**config.mk**
```make
export PLATFORM = sky130hd
export DESIGN_NAME = eiobp_port
export DESIGN_NICKNAME = d
export VERILOG_FILES = /design/src/core/eiobp_pkg.sv /design/src/core/eiobp_sync.sv /design/src/core/eiobp_persist.sv /design/src/core/eiobp_port.sv
export SDC_FILE = /design/constraint.sdc
export NUM_CORES = 1
export LEC_CHECK = 0
export BUFFER_PORTS_ARGS = -buffer_cell sky130_fd_sc_hd__buf_4
export CAP_MARGIN = 20
export CELL_PAD_IN_SITES_DETAIL_PLACEMENT = 2
export CELL_PAD_IN_SITES_GLOBAL_PLACEMENT = 2
export CORE_ASPECT_RATIO = 1.5
export CORE_MARGIN = 1.5
export CORE_UTILIZATION = 35
export DETAILED_ROUTE_END_ITERATION = 7
export GPL_ROUTABILITY_DRIVEN = 0
export PLACE_DENSITY_LB_ADDON = 0.1
export SYNTH_ARGS = -nofsm -noshare
export SYNTH_HDL_FRONTEND = slang
export SYNTH_SLANG_ARGS = --single-unit
```
**constraint.sdc**
```tcl
create_clock -name clk_sys -period 4.7 [get_ports clk_sys]
set_input_delay 0.235 -clock clk_sys [delete_from_list [all_inputs] [get_ports clk_sys]]
set_output_delay 0.235 -clock clk_sys [all_outputs]
set_load 0.05 [all_outputs]
```
**src/core/eiobp_pkg.sv**
```systemverilog
/*
  Shared constants of the extended I/O bank port.
  Assumes a 32-bit AXI4-Lite master with byte addressing.
*/
// How it works
// - 64 points in eight banks; direction set per bank only.
// - Banks 2 to 9 hold points 17 to 80.
// - Mask bit 1 makes its bank an output.
// - Mask bit 0 makes its bank an input.
// - Mask bit 0 is bank 2, bit 7 is bank 9.
// - Without a saved mask, startup makes all banks inputs.
// - Store saves mask and outputs; startup restores them.
// - Set and clear drive one point of 1-8, or of 17-80 in an output bank.
// - Conditional write drives one if nonzero, else zero.
// - Port write: general byte and four 16-bit values.
// - Values map to points 17-32, 33-48, 49-64, 65-80.
// - Port-write bits on input banks are dropped.
// - Addressed group's output-bank bits driven; others keep state.
// - Bank read of 0 or 2-9 returns a byte.
// - Bit query returns one point; 17 is bank 2 bit 0.
package eiobp_pkg;

  // ----------------------------------------------------------------
  // Sizes
  // ----------------------------------------------------------------
  localparam int ADDR_W   = 8;
  localparam int DATA_W   = 32;
  localparam int BANKS    = 8;
  localparam int EXT_W    = 64;
  localparam int GEN_W    = 8;
  localparam int GROUPS   = 4;
  localparam int STORE_W  = EXT_W + GEN_W;
  localparam int PIN_SYNC_W = EXT_W + GEN_W + 1 + BANKS + STORE_W;

  // ----------------------------------------------------------------
  // Register byte offsets
  // ----------------------------------------------------------------
  localparam logic [ADDR_W-1:0] REG_DIR     = 8'h00;
  localparam logic [ADDR_W-1:0] REG_GEN     = 8'h04;
  localparam logic [ADDR_W-1:0] REG_GRP0    = 8'h08;
  localparam logic [ADDR_W-1:0] REG_BITCMD  = 8'h18;
  localparam logic [ADDR_W-1:0] REG_BANKRD  = 8'h1C;
  localparam logic [ADDR_W-1:0] REG_BITRD   = 8'h20;
  localparam logic [ADDR_W-1:0] REG_PERSIST = 8'h24;

  // ----------------------------------------------------------------
  // Fields and codes
  // ----------------------------------------------------------------
  localparam int BIT_PT_LSB   = 0;
  localparam int BIT_OP_LSB   = 8;
  localparam int BIT_COND_LSB = 16;
  localparam int ERR_BIT      = 31;
  localparam logic [1:0] OP_SET  = 2'h0;
  localparam logic [1:0] OP_CLR  = 2'h1;
  localparam logic [1:0] OP_COND = 2'h2;
  localparam logic [6:0] PT_GEN_LO = 7'h01;
  localparam logic [6:0] PT_GEN_HI = 7'h08;
  localparam logic [6:0] PT_EXT_LO = 7'h11;
  localparam logic [6:0] PT_EXT_HI = 7'h50;
  localparam logic [3:0] BANK_GEN    = 4'h0;
  localparam logic [3:0] BANK_EXT_LO = 4'h2;
  localparam logic [3:0] BANK_EXT_HI = 4'h9;
  localparam logic [1:0] RESP_OKAY   = 2'h0;
  localparam logic [1:0] RESP_SLVERR = 2'h2;

  // ----------------------------------------------------------------
  // Reset values and startup timing
  // ----------------------------------------------------------------
  localparam logic [BANKS-1:0]   DIR_RESET = 8'h00;
  localparam logic [STORE_W-1:0] OUT_RESET = '0;
  localparam logic [1:0]         LOAD_WAIT = 2'h3;

  typedef enum logic [1:0] {
    LD_WAIT  = 2'b00,
    LD_APPLY = 2'b01,
    LD_DONE  = 2'b11
  } eiobp_load_t;

endpackage

```
**src/core/eiobp_sync.sv**
```systemverilog
/*
  Two-flop synchroniser for a bus of independent levels.
  Assumes each bit is a slow static level; no word coherence.
*/
module eiobp_sync #(
  parameter int W = 1
) (
  input  wire logic         clk_sys,
  input  wire logic         reset_n,
  input  wire logic [W-1:0] din,
  output logic      [W-1:0] dout
);
  logic [W-1:0] stage1;

  // ----------------------------------------------------------------
  // Two stages; only the second stage reads the first
  // ----------------------------------------------------------------
  always_ff @(posedge clk_sys or negedge reset_n) begin
    if (!reset_n) begin
      stage1 <= '0;
      dout   <= '0;
    end else begin
      stage1 <= din;
      dout   <= stage1;
    end
  end
endmodule

```
**src/core/eiobp_persist.sv**
```systemverilog
/*
  Startup restore and store strobe toward the nonvolatile store.
  Assumes the saved image inputs are already synchronised.
*/
module eiobp_persist
  import eiobp_pkg::*;
(
  input  wire logic                          clk_sys,
  input  wire logic                          reset_n,
  input  wire logic                          savedValid,
  input  wire logic [eiobp_pkg::BANKS-1:0]   savedMask,
  input  wire logic [eiobp_pkg::STORE_W-1:0] savedOut,
  input  wire logic                          storeReq,
  input  wire logic [eiobp_pkg::BANKS-1:0]   curMask,
  input  wire logic [eiobp_pkg::STORE_W-1:0] curOut,
  output logic                               loadPulse,
  output logic      [eiobp_pkg::BANKS-1:0]   loadMask,
  output logic      [eiobp_pkg::STORE_W-1:0] loadOut,
  output logic                               loaded,
  output logic                               nvmStore,
  output logic      [eiobp_pkg::BANKS-1:0]   nvmStoreMask,
  output logic      [eiobp_pkg::STORE_W-1:0] nvmStoreOut
);
  eiobp_load_t ldState;
  logic [1:0]  waitCnt;

  // ----------------------------------------------------------------
  // Startup: let the synchronisers fill, then apply the image once
  // ----------------------------------------------------------------
  always_ff @(posedge clk_sys or negedge reset_n) begin
    if (!reset_n) begin
      ldState <= LD_WAIT;
      waitCnt <= 2'h0;
    end else begin
      unique case (ldState)
        LD_WAIT: begin
          waitCnt <= waitCnt + 2'h1;
          if (waitCnt == LOAD_WAIT) ldState <= LD_APPLY;
        end
        LD_APPLY: ldState <= LD_DONE;
        LD_DONE:  ldState <= LD_DONE;
        default:  ldState <= LD_WAIT;
      endcase
    end
  end

  // No saved image means all banks input, all outputs low
  assign loadPulse = (ldState == LD_APPLY);
  assign loaded    = (ldState == LD_DONE);
  assign loadMask  = savedValid ? savedMask : DIR_RESET;
  assign loadOut   = savedValid ? savedOut : OUT_RESET;

  // ----------------------------------------------------------------
  // Store strobe with registered image
  // ----------------------------------------------------------------
  always_ff @(posedge clk_sys or negedge reset_n) begin
    if (!reset_n) begin
      nvmStore     <= 1'b0;
      nvmStoreMask <= DIR_RESET;
      nvmStoreOut  <= OUT_RESET;
    end else begin
      nvmStore <= storeReq && loaded;
      if (storeReq && loaded) begin
        nvmStoreMask <= curMask;
        nvmStoreOut  <= curOut;
      end
    end
  end
endmodule

```
**src/core/eiobp_port.sv**
```systemverilog
/*
  Extended I/O bank port: eight banks of eight points plus general I/O.
  Assumes async pins and a store that shows its image as static levels.
*/
module eiobp_port
  import eiobp_pkg::*;
(
  input  wire logic                          clk_sys,
  input  wire logic                          reset_n,
  input  wire logic [eiobp_pkg::ADDR_W-1:0]  s_axi_awaddr,
  input  wire logic                          s_axi_awvalid,
  output logic                               s_axi_awready,
  input  wire logic [eiobp_pkg::DATA_W-1:0]  s_axi_wdata,
  input  wire logic [3:0]                    s_axi_wstrb,
  input  wire logic                          s_axi_wvalid,
  output logic                               s_axi_wready,
  output logic      [1:0]                    s_axi_bresp,
  output logic                               s_axi_bvalid,
  input  wire logic                          s_axi_bready,
  input  wire logic [eiobp_pkg::ADDR_W-1:0]  s_axi_araddr,
  input  wire logic                          s_axi_arvalid,
  output logic                               s_axi_arready,
  output logic      [eiobp_pkg::DATA_W-1:0]  s_axi_rdata,
  output logic      [1:0]                    s_axi_rresp,
  output logic                               s_axi_rvalid,
  input  wire logic                          s_axi_rready,
  input  wire logic [eiobp_pkg::EXT_W-1:0]   ioIn,
  output logic      [eiobp_pkg::EXT_W-1:0]   ioOut,
  output logic      [eiobp_pkg::EXT_W-1:0]   ioOe,
  input  wire logic [eiobp_pkg::GEN_W-1:0]   genIn,
  output logic      [eiobp_pkg::GEN_W-1:0]   genOut,
  input  wire logic                          nvmValid,
  input  wire logic [eiobp_pkg::BANKS-1:0]   nvmMask,
  input  wire logic [eiobp_pkg::STORE_W-1:0] nvmOut,
  output logic                               nvmStore,
  output logic      [eiobp_pkg::BANKS-1:0]   nvmStoreMask,
  output logic      [eiobp_pkg::STORE_W-1:0] nvmStoreOut
);
  import eiobp_pkg::*;

  // ----------------------------------------------------------------
  // Declarations
  // ----------------------------------------------------------------
  logic [BANKS-1:0]      dirMask;
  logic [EXT_W-1:0]      extOut;
  logic [EXT_W-1:0]      next_extOut;
  logic [GEN_W-1:0]      next_genOut;
  logic [BANKS-1:0]      next_dirMask;
  logic [EXT_W-1:0]      oeWide;
  logic [ADDR_W-1:0]     awAddr;
  logic                  awHeld;
  logic [DATA_W-1:0]     wData;
  logic [3:0]            wStrb;
  logic                  wHeld;
  logic                  doWrite;
  logic                  wrHit;
  logic                  storeReq;
  logic [3:0]            bankSel;
  logic [6:0]            pointSel;
  logic [PIN_SYNC_W-1:0] syncOut;
  logic [EXT_W-1:0]      ioInS;
  logic [GEN_W-1:0]      genInS;
  logic                  nvmValidS;
  logic [BANKS-1:0]      nvmMaskS;
  logic [STORE_W-1:0]    nvmOutS;
  logic                  loadPulse;
  logic [BANKS-1:0]      loadMask;
  logic [STORE_W-1:0]    loadOut;
  logic                  loaded;
  logic [DATA_W-1:0]     next_rdata;
  logic                  rdHit;
  logic [7:0]            wrPt;
  logic                  wrBit;

  // ----------------------------------------------------------------
  // Decoders: points for commands and queries, banks for queries only
  // ----------------------------------------------------------------
  // Point number to {valid, general, index}; 17 lands on bank 2 bit 0
  function automatic logic [7:0] decodePoint(input logic [6:0] p);
    logic [7:0] r;
    r = 8'h00;
    if (p >= PT_GEN_LO && p <= PT_GEN_HI)
      r = {2'b11, 6'(p - PT_GEN_LO)};
    else if (p >= PT_EXT_LO && p <= PT_EXT_HI)
      r = {2'b10, 6'(p - PT_EXT_LO)};
    return r;
  endfunction

  // Bank number to {valid, byte}; lowest point in bit 0
  function automatic logic [8:0] bankByte(input logic [3:0] b,
                                          input logic [EXT_W-1:0] ext,
                                          input logic [GEN_W-1:0] gen);
    logic [8:0] r;
    logic [2:0] k;
    r = 9'h000;
    k = 3'(b - BANK_EXT_LO);
    if (b == BANK_GEN)
      r = {1'b1, gen};
    else if (b >= BANK_EXT_LO && b <= BANK_EXT_HI)
      r = {1'b1, ext[k*8 +: 8]};
    return r;
  endfunction

  // ----------------------------------------------------------------
  // Pin and saved-image synchronisers
  // ----------------------------------------------------------------
  eiobp_sync #(.W(PIN_SYNC_W)) u_sync (
    .clk_sys (clk_sys),
    .reset_n (reset_n),
    .din     ({ioIn, genIn, nvmValid, nvmMask, nvmOut}),
    .dout    (syncOut)
  );
  assign {ioInS, genInS, nvmValidS, nvmMaskS, nvmOutS} = syncOut;

  // ----------------------------------------------------------------
  // Startup restore and store
  // ----------------------------------------------------------------
  eiobp_persist u_persist (
    .clk_sys      (clk_sys),
    .reset_n      (reset_n),
    .savedValid   (nvmValidS),
    .savedMask    (nvmMaskS),
    .savedOut     (nvmOutS),
    .storeReq     (storeReq),
    .curMask      (dirMask),
    .curOut       ({extOut, genOut}),
    .loadPulse    (loadPulse),
    .loadMask     (loadMask),
    .loadOut      (loadOut),
    .loaded       (loaded),
    .nvmStore     (nvmStore),
    .nvmStoreMask (nvmStoreMask),
    .nvmStoreOut  (nvmStoreOut)
  );

  // ----------------------------------------------------------------
  // Bank direction fans out to whole banks, never single points
  // ----------------------------------------------------------------
  genvar gb;
  generate
    for (gb = 0; gb < BANKS; gb++) begin : g_oe
      assign oeWide[gb*8 +: 8] = {8{dirMask[gb]}};
    end
  endgenerate
  assign ioOe  = oeWide;
  assign ioOut = extOut;

  // ----------------------------------------------------------------
  // AXI write channel capture; address and data in either order
  // ----------------------------------------------------------------
  assign s_axi_awready = !awHeld && !s_axi_bvalid;
  assign s_axi_wready  = !wHeld && !s_axi_bvalid;
  assign doWrite       = awHeld && wHeld && !s_axi_bvalid;

  always_ff @(posedge clk_sys or negedge reset_n) begin
    if (!reset_n) begin
      awHeld <= 1'b0;
      awAddr <= '0;
    end else if (s_axi_awvalid && s_axi_awready) begin
      awHeld <= 1'b1;
      awAddr <= s_axi_awaddr;
    end else if (doWrite) begin
      awHeld <= 1'b0;
    end
  end

  always_ff @(posedge clk_sys or negedge reset_n) begin
    if (!reset_n) begin
      wHeld <= 1'b0;
      wData <= '0;
      wStrb <= 4'h0;
    end else if (s_axi_wvalid && s_axi_wready) begin
      wHeld <= 1'b1;
      wData <= s_axi_wdata;
      wStrb <= s_axi_wstrb;
    end else if (doWrite) begin
      wHeld <= 1'b0;
    end
  end

  // Write response; unmapped offsets answer with a slave error
  always_ff @(posedge clk_sys or negedge reset_n) begin
    if (!reset_n) begin
      s_axi_bvalid <= 1'b0;
      s_axi_bresp  <= RESP_OKAY;
    end else if (doWrite) begin
      s_axi_bvalid <= 1'b1;
      s_axi_bresp  <= wrHit ? RESP_OKAY : RESP_SLVERR;
    end else if (s_axi_bready) begin
      s_axi_bvalid <= 1'b0;
    end
  end

  // ----------------------------------------------------------------
  // Next output state from the pending write
  // ----------------------------------------------------------------
  always_comb begin
    next_dirMask = dirMask;
    next_genOut  = genOut;
    next_extOut  = extOut;
    wrHit        = 1'b0;
    storeReq     = 1'b0;
    wrPt         = decodePoint(wData[BIT_PT_LSB +: 7]);
    wrBit        = 1'b0;
    unique case (wData[BIT_OP_LSB +: 2])
      OP_SET:  wrBit = 1'b1;
      OP_CLR:  wrBit = 1'b0;
      OP_COND: wrBit = |wData[BIT_COND_LSB +: 16];
      default: wrBit = 1'b0;
    endcase
    if (awAddr == REG_DIR) begin
      wrHit        = 1'b1;
      next_dirMask = wData[BANKS-1:0];
    end
    if (awAddr == REG_GEN) begin
      wrHit       = 1'b1;
      next_genOut = wData[GEN_W-1:0];
    end
    // Only the addressed group changes; input-bank bits are dropped
    for (int g = 0; g < GROUPS; g++) begin
      if (awAddr == ADDR_W'(REG_GRP0 + 4 * g)) begin
        wrHit = 1'b1;
        next_extOut[g*16 +: 16] =
          (wData[15:0] & oeWide[g*16 +: 16]) |
          (extOut[g*16 +: 16] & ~oeWide[g*16 +: 16]);
      end
    end
    if (awAddr == REG_BITCMD) begin
      wrHit = 1'b1;
      if (wData[BIT_OP_LSB +: 2] != 2'h3 && wrPt[7]) begin
        if (wrPt[6])
          next_genOut[wrPt[2:0]] = wrBit;
        else if (oeWide[wrPt[5:0]])
          next_extOut[wrPt[5:0]] = wrBit;
      end
    end
    if (awAddr == REG_PERSIST) begin
      wrHit    = 1'b1;
      storeReq = doWrite && wStrb != 4'h0 && wData[0];
    end
    if (awAddr == REG_BANKRD || awAddr == REG_BITRD) wrHit = 1'b1;
  end

  // ----------------------------------------------------------------
  // Output state registers; startup image wins over bus writes
  // ----------------------------------------------------------------
  always_ff @(posedge clk_sys or negedge reset_n) begin
    if (!reset_n) begin
      dirMask <= DIR_RESET;
      genOut  <= OUT_RESET[GEN_W-1:0];
      extOut  <= OUT_RESET[STORE_W-1:GEN_W];
    end else if (loadPulse) begin
      dirMask <= loadMask;
      {extOut, genOut} <= loadOut;
    end else if (doWrite && wStrb != 4'h0) begin
      dirMask <= next_dirMask;
      genOut  <= next_genOut;
      extOut  <= next_extOut;
    end
  end

  // ----------------------------------------------------------------
  // Query selectors written through the read registers
  // ----------------------------------------------------------------
  always_ff @(posedge clk_sys or negedge reset_n) begin
    if (!reset_n) begin
      bankSel  <= BANK_GEN;
      pointSel <= PT_EXT_LO;
    end else if (doWrite && wStrb != 4'h0) begin
      if (awAddr == REG_BANKRD) bankSel <= wData[3:0];
      if (awAddr == REG_BITRD)  pointSel <= wData[6:0];
    end
  end

  // ----------------------------------------------------------------
  // Read data; pins are sampled, so output banks read back the wire
  // ----------------------------------------------------------------
  always_comb begin
    logic [8:0] bb;
    logic [7:0] qp;
    bb         = bankByte(bankSel, ioInS, genInS);
    qp         = decodePoint(pointSel);
    next_rdata = '0;
    rdHit      = 1'b1;
    unique case (s_axi_araddr)
      REG_DIR: next_rdata[BANKS-1:0] = dirMask;
      REG_GEN: next_rdata[GEN_W-1:0] = genOut;
      REG_BANKRD: begin
        next_rdata[7:0]     = bb[7:0];
        next_rdata[11:8]    = bankSel;
        next_rdata[ERR_BIT] = !bb[8];
      end
      REG_BITRD: begin
        if (qp[6])
          next_rdata[0] = genInS[qp[2:0]];
        else
          next_rdata[0] = ioInS[qp[5:0]];
        next_rdata[14:8]    = pointSel;
        next_rdata[ERR_BIT] = !qp[7];
      end
      REG_PERSIST: next_rdata[1:0] = {nvmValidS, loaded};
      default: begin
        rdHit = 1'b0;
        for (int g = 0; g < GROUPS; g++) begin
          if (s_axi_araddr == ADDR_W'(REG_GRP0 + 4 * g)) begin
            rdHit            = 1'b1;
            next_rdata[15:0] = extOut[g*16 +: 16];
          end
        end
      end
    endcase
  end

  // ----------------------------------------------------------------
  // AXI read channel; one read in flight
  // ----------------------------------------------------------------
  assign s_axi_arready = !s_axi_rvalid;

  always_ff @(posedge clk_sys or negedge reset_n) begin
    if (!reset_n) begin
      s_axi_rvalid <= 1'b0;
      s_axi_rdata  <= '0;
      s_axi_rresp  <= RESP_OKAY;
    end else if (s_axi_arvalid && s_axi_arready) begin
      s_axi_rvalid <= 1'b1;
      s_axi_rdata  <= next_rdata;
      s_axi_rresp  <= rdHit ? RESP_OKAY : RESP_SLVERR;
    end else if (s_axi_rready) begin
      s_axi_rvalid <= 1'b0;
    end
  end

endmodule

```
==> results of run 1 <==
## state kept, by name (all words and copies together) (netlist names), 4 cells and up
name	count
u_persist.nvmStoreMask	8
ioOut	64
s_axi_rdata	17
genOut	8
u_sync.dout	153
bankSel	4
pointSel	7
wData	32
u_sync.stage1	153
u_persist.nvmStoreOut	72
awAddr	8
dirMask	8
wStrb	4
## worst max-delay path, stage by stage (launching register included)
cell and delay [ns]:
dfrtp_1 0.51, inv_1 0.46, ha_1 0.25, nor2b_1 0.32, o32ai_1 0.14, a22oi_2 0.15, buf_4 0.32, nand2_1 0.59
or3_1 0.59, o211ai_1 0.11, o211ai_1 0.13, a21oi_1 0.19
## cell type report
type / instances / area, um2
Antenna cell: 2 / 5.00
Clock buffer: 77 / 1580
Sequential cell: 549 / 13700
Timing Repair Buffer: 691 / 5740
Inverter: 19 / 71.3
Tap cell: 870 / 1090
Multi-Input combinational cell: 1308 / 7980
Clock inverter: 20 / 206
Fill cell: 6531 / 34100
## metal layers
metal  wire length [um]  up-vias  share of wire (%)  GRT usage [%]
met5                 47        -              0.048              0
met4               4590        6                4.7           13.3
met3               4470      205                4.5           4.47
met2              51000      641                 52           52.9
met1              38400    10022                 39           35.3
li1                   -     8311                  -              -
## per-stage QoR
step	total power, mW	util [%]	setup slack, ns	cell area [um2]	instances
floorplan	10.4	-	1.36	22800	2087
global placement	12.6	41.2	1.10	26600	3234
detailed placement	12.8	41.2	0.861	26600	3235
CTS	17.4	47.2	0.820	30400	3534
global route	18.1	47.2	0.616	30400	3536
finish	17.4	47.2	0.804	30400	3536
## logic make-up after synthesis
logic type / after synthesis
compound gates: 490
xor+xnor: 7
fa+ha+maj: 7
buf+inv: 230
flops: 549
mux: 139
other cells: 1
simple gates: 648
## worst max path at each step
stage                                  startpoint                         end  slack, ns  depth (start not counted)
after floorplan           pointSel[0]$_DFFE_PN1P_  s_axi_rdata[0]$_DFFE_PN0P_       1.36                         11
after global placement       wData[0]$_DFFE_PN0P_       ioOut[17]$_DFFE_PN0P_       1.10                         11
after detailed placement     wData[0]$_DFFE_PN0P_       ioOut[20]$_DFFE_PN0P_       0.86                         11
after CTS                    wData[0]$_DFFE_PN0P_       ioOut[20]$_DFFE_PN0P_       0.82                         11
after global routing         wData[0]$_DFFE_PN0P_       ioOut[20]$_DFFE_PN0P_       0.62                         11
final                        wData[0]$_DFFE_PN0P_       ioOut[20]$_DFFE_PN0P_       0.80                         11
## placed cells by master, fill, tap and decap left out, drive strengths merged, types with 37 or more instances in the layout
master       instances
dfrtp              547
buf                489
nand2              390
dlygate4sd3        202
a21oi              197
o21ai               81
nor2                77
clkbuf              77
mux2i               75
mux2                49
a31oi               40
nand3               38
o211ai              37
## where the power goes
group	total [mW]	internal, mW	switching, mW
Clock	4.46	2.51	1.95
Sequential	6.52	5.33	1.20
Combinational	6.45	1.97	4.48
Total	17.4	9.80	7.63
==> flow_summary.yaml, run 1 <==
critical_path:
  crit_arrival_ns: 4.43
  path_class: "flip-flop to flip-flop"
  regToRegStartpoint: "wData[0]$_DFFE_PN0P_"
  r2r_cells: 11
  crit_required_ns: 5.24
  critical_path.max_fanout: 24
  reg2reg_to: "ioOut[20]$_DFFE_PN0P_"
  start_kind: "flip-flop"
  ff2ff_setup_slack_ns: 0.80
  end_kind: "flip-flop"
global_routing:
  grt_max_degree: 121
  grt_pass1_wl_um: 146000
  gr-usage-all-layers_pct: 29.7
  gr-total-overflow: 0
  grt_pass1_vias: 21494
  antenna_found_initial: 5
pwr:
  vdd_drop_max_uv: 367
  powerDensity_nw_per_um2: 573
  cellLeakagePower_nw: 14.2
timing:
  tightest_slew_ns: 1.14
  slew_headroom_pct: 23.8
  hold_viol: 0
  fin_hold_ws_ns: 0.121
  fin_skew_ns: 0.0280
  fin_crit_ns: 3.90
  post-route-period-util_pct: 82.9
  setup_viol: 0
  max_freq_ghz: 0.257
  finalSetupTns_ns: 0
  rsz0062_at_grt: "no"
  timing_max_transition_violations_final: 0
floorplanning:
  io_pins: 470
  initial_utilization_pct: 35.3
  rows: 114
  die_h_um: 315
  die-width_um: 211
  design.die.area_um2: 66600
  core_um2: 64500
synthesis:
  syn_avg_cell_area_um2: 11.0
  synth-simple-area-share_pct: 13.1
  muxShareOfSynthArea_pct: 7.20
  synthTopCellsByCount: "547 x dfrtp_1, 390 x nand2_1, 197 x a21oi_1"
  synth_compound_area_share_pct: 13.5
  synth_cell_types: 83
  synth-edff-count: 0
  async_reset_ff_share_pct: 100
  yosysWarnings: 0
  synth.most_common_cell: "dfrtp_1"
  ys_seq_area_share_pct: 60.3
  synth_top_family_by_area: "compound AO/OA/AOI/OAI gates"
  synth_flop_cell: "dfrtp_1"
  synth_top_area_share_pct: 60.1
  synth_xor_area_share_pct: 0.269
  synth.area.top_cells: "dfrtp_1 60%, nand2_1 6.4%, a21oi_1 4.3%"
  synth_adder_area_share_pct: 0.385
  ys_ff_latch: 549
  yosys.area.top_type: "dfrtp_1"
  netlist_instances: 2071
  synth_area_um2: 22800
place:
  port_buffers: 452
  hpwl_um: 68800
final_layout:
  drive_gt1_share_pct: 25.2
  nets: 2843
  area_growth_pct: 33.5
hold_path:
  whs_path_depth: 5
  hold_start: "s_axi_araddr[0]"
  hold_class: "input port to flip-flop"
  hold_path_end: "s_axi_rresp[1]$_DFFE_PN0P_"
route:
  vias: 19185
  wl_um: 98500
  avgRoutedWirePerCell_um: 27.8
  ant_nets: 0
  vias_per_cell: 5.43
  first_iter_violations: 1190
  first_pass_iters: 5
  drc: 0
cts:
  numCtsBuffers: 55
  cts.sinks: 549
  clk_path_buf_depth: 3
  cts_resized: 0
  clk_latency_ns: 0.64
  postCtsHoldBufs: 202
  cts_max_level: 2
  postCtsSetupRepairBufs: 0
  root_buffer: "clkbuf_16"
  clk_pin_slew_ns: 0.06
  cts_tree: "done"
outcome:
  outcome: "complete, no violations"
job:
  maxCapViolations: 0
Power figures use the tool's default switching activity.
==> run 2: changes to the inputs <==
clock period = 3.8 ns   (was 4.7 ns; I/O delays follow)
==> flow_summary.yaml, run 2 (synthesized netlist as in run 1, its figures left out) <==
outcome:
  outcome: "complete, no violations"
final_layout:
  layout_commonest_cell: "dfrtp_1"
  fill_cells: 6535
  utilization_pct: 47.6
  drive_gt1_share_pct: 26.0
  multi_input_area_um2: 7980
  top_regs: "u_sync.dout (153), u_sync.stage1 (153), u_persist.nvmStoreOut (72)"
  seqCellArea_um2: 13700
  most-common-layout-cells: "546 x dfrtp_1, 503 x buf_4, 389 x nand2_1, 202 x dlygate4sd3_1, 197 x a21oi_1"
  fin_area_um2: 30700
  nets: 2862
  area_growth_pct: 34.8
cts:
  numCtsBuffers: 53
  clk_path_buf_depth: 3
  cts.sinks: 549
  clk_latency_ns: 0.63
  cts_max_level: 2
  root_buffer: "clkbuf_16"
  clk_pin_slew_ns: 0.07
  cts_tree: "done"
  postCtsSetupRepairBufs: 0
timing:
  post-route-period-util_pct: 98.2
  slew_headroom_pct: 28.1
  max_freq_ghz: 0.268
  fin_skew_ns: 0.0256
  tightest_slew_ns: 1.08
  finalSetupTns_ns: 0
  hold_viol: 0
  setup_viol: 0
  fin_crit_ns: 3.73
  timing_max_transition_violations_final: 0
  fin_hold_ws_ns: 0.0518
critical_path:
  crit_required_ns: 4.33
  crit_arrival_ns: 4.26
  ff2ff_setup_slack_ns: 0.07
  crit_top_cell: "o211a_1"
  end_kind: "flip-flop"
  start_kind: "flip-flop"
  crit_chain: "inv_1, ha_1, nor3b_1, o211a_1, nor2_1, nor3_2, a221oi_1, a2111oi_0, o211a_1, o31a_1"
  reg2reg_to: "s_axi_rdata[0]$_DFFE_PN0P_"
  regToRegStartpoint: "pointSel[0]$_DFFE_PN1P_"
  worst_path_largest_cell_delay_ns: 0.60
  r2r_cells: 10
  critical_path.max_fanout: 9
  path_class: "flip-flop to flip-flop"
  crit_path_top_delay_cell: "a221oi_1"
route:
  first_iter_violations: 1141
  avgRoutedWirePerCell_um: 28.1
  drc: 0
  first_pass_iters: 5
  wl_um: 100000
  vias: 19296
  ant_nets: 0
  vias_per_cell: 5.42
floorplanning:
  initial_utilization_pct: 35.3
  core_um2: 64500
  rows: 114
  die_h_um: 315
  design.die.area_um2: 66600
  io_pins: 470
  die-width_um: 211
global_routing:
  grt_pass1_wl_um: 148000
  gr-usage-all-layers_pct: 30.3
  grt_pass1_vias: 21871
  antenna_found_initial: 6
  gr-total-overflow: 0
  grt_max_degree: 94
job:
  maxCapViolations: 0
place:
  port_buffers: 452
  dpl_cell_area_um2: 26800
  hpwl_um: 70100
hold_path:
  hold_start: "s_axi_arvalid"
  whs_path_depth: 4
  hold_path_end: "s_axi_rvalid$_DFFE_PN0P_"
  hold_class: "input port to flip-flop"
pwr:
  vdd_drop_max_uv: 469
  powerDensity_nw_per_um2: 714
  cellLeakagePower_nw: 14.3
-- run 2: changes by cell type in the layout (fill, tap and decap cells not counted) --
| cell | before | now |
|---|---|---|
| nor3_1 | 35 | 34 |
| buf_4 | 485 | 503 |
| nor3_2 | 1 | 2 |
| clkinv_8 | 1 | 0 |
| clkbuf_1 | 11 | 7 |
| clkinv_2 | 10 | 7 |
| clkbuf_16 | 56 | 55 |
| clkinv_4 | 3 | 2 |
| clkinvlp_4 | 2 | 8 |
| inv_6 | 1 | 3 |
| buf_12 | 3 | 6 |
| bufinv_16 | 3 | 6 |
| diode_2 | 2 | 5 |
-- run 2: worst max-delay path by stage --
| stage | startpoint | end | slack (ns) | cells past startpoint |
|---|---|---|---|---|
| global placement | pointSel[0]$_DFFE_PN1P_ | s_axi_rdata[0]$_DFFE_PN0P_ | 0.21 | 10 |
| CTS | pointSel[0]$_DFFE_PN1P_ | s_axi_rdata[0]$_DFFE_PN0P_ | 0.14 | 10 |
| floorplan | pointSel[0]$_DFFE_PN1P_ | s_axi_rdata[0]$_DFFE_PN0P_ | 0.46 | 11 |
| global route | pointSel[0]$_DFFE_PN1P_ | s_axi_rdata[0]$_DFFE_PN0P_ | -0.02 | 10 |
| detailed placement | pointSel[0]$_DFFE_PN1P_ | s_axi_rdata[0]$_DFFE_PN0P_ | 0.14 | 10 |
| finish | pointSel[0]$_DFFE_PN1P_ | s_axi_rdata[0]$_DFFE_PN0P_ | 0.07 | 10 |
-- run 2: area by class of cell --
type	instances	area share, %
sequential	549	44.8
multi-input combinational	1308	26.0
timing repair buffer	712	19.3
clock buffer	72	5.02
tap	870	3.55
clock inverter	26	1.04
inverter	19	0.232
antenna	5	0.0408
-- run 2: worst max-delay path, delay by kind of cell (launching register included) --
family | cells | cell delay [ns]
adders and majority gates | 1 | 0.32
DFF | 1 | 0.53
buffers and inverters | 1 | 0.22
AOI/OAI and AO/OA | 5 | 1.62
and+or+nand+nor | 3 | 0.94
-- run 2: per-stage QoR --
step / power [mW] / setup slack (ns) / std cells
after floorplan: 12.8 / 0.462 / 2087
after global placement: 15.7 / 0.212 / 3255
after detailed placement: 16.0 / 0.137 / 3255
after CTS: 21.9 / 0.144 / 3555
after global routing: 22.8 / -0.0178 / 3560
final: 21.9 / 0.0686 / 3561
-- run 2: layer usage --
| metal | part of all wire, % | vias up | global-route usage, % |
|---|---|---|---|
| li1 | - | 8355 | - |
| met1 | 38 | 10127 | 35.1 |
| met2 | 52 | 624 | 55.0 |
| met3 | 4.8 | 188 | 4.83 |
| met4 | 4.5 | 2 | 13.1 |
| met5 | 0.016 | - | 0 |
-- run 2: power by group --
| part | leakage (nW) | switching, mW | internal (mW) |
|---|---|---|---|
| sequential | 6.72 | 1.33 | 6.59 |
| combinational | 6.71 | 5.75 | 2.54 |
| clock | 0.893 | 2.46 | 3.26 |
-- run 2: what timing repair did --
item,CTS,global route
hold buffers,202,0
gates resized for setup,0,1
endpoints found under the setup margin,0,1
endpoints found under the hold margin,287,0
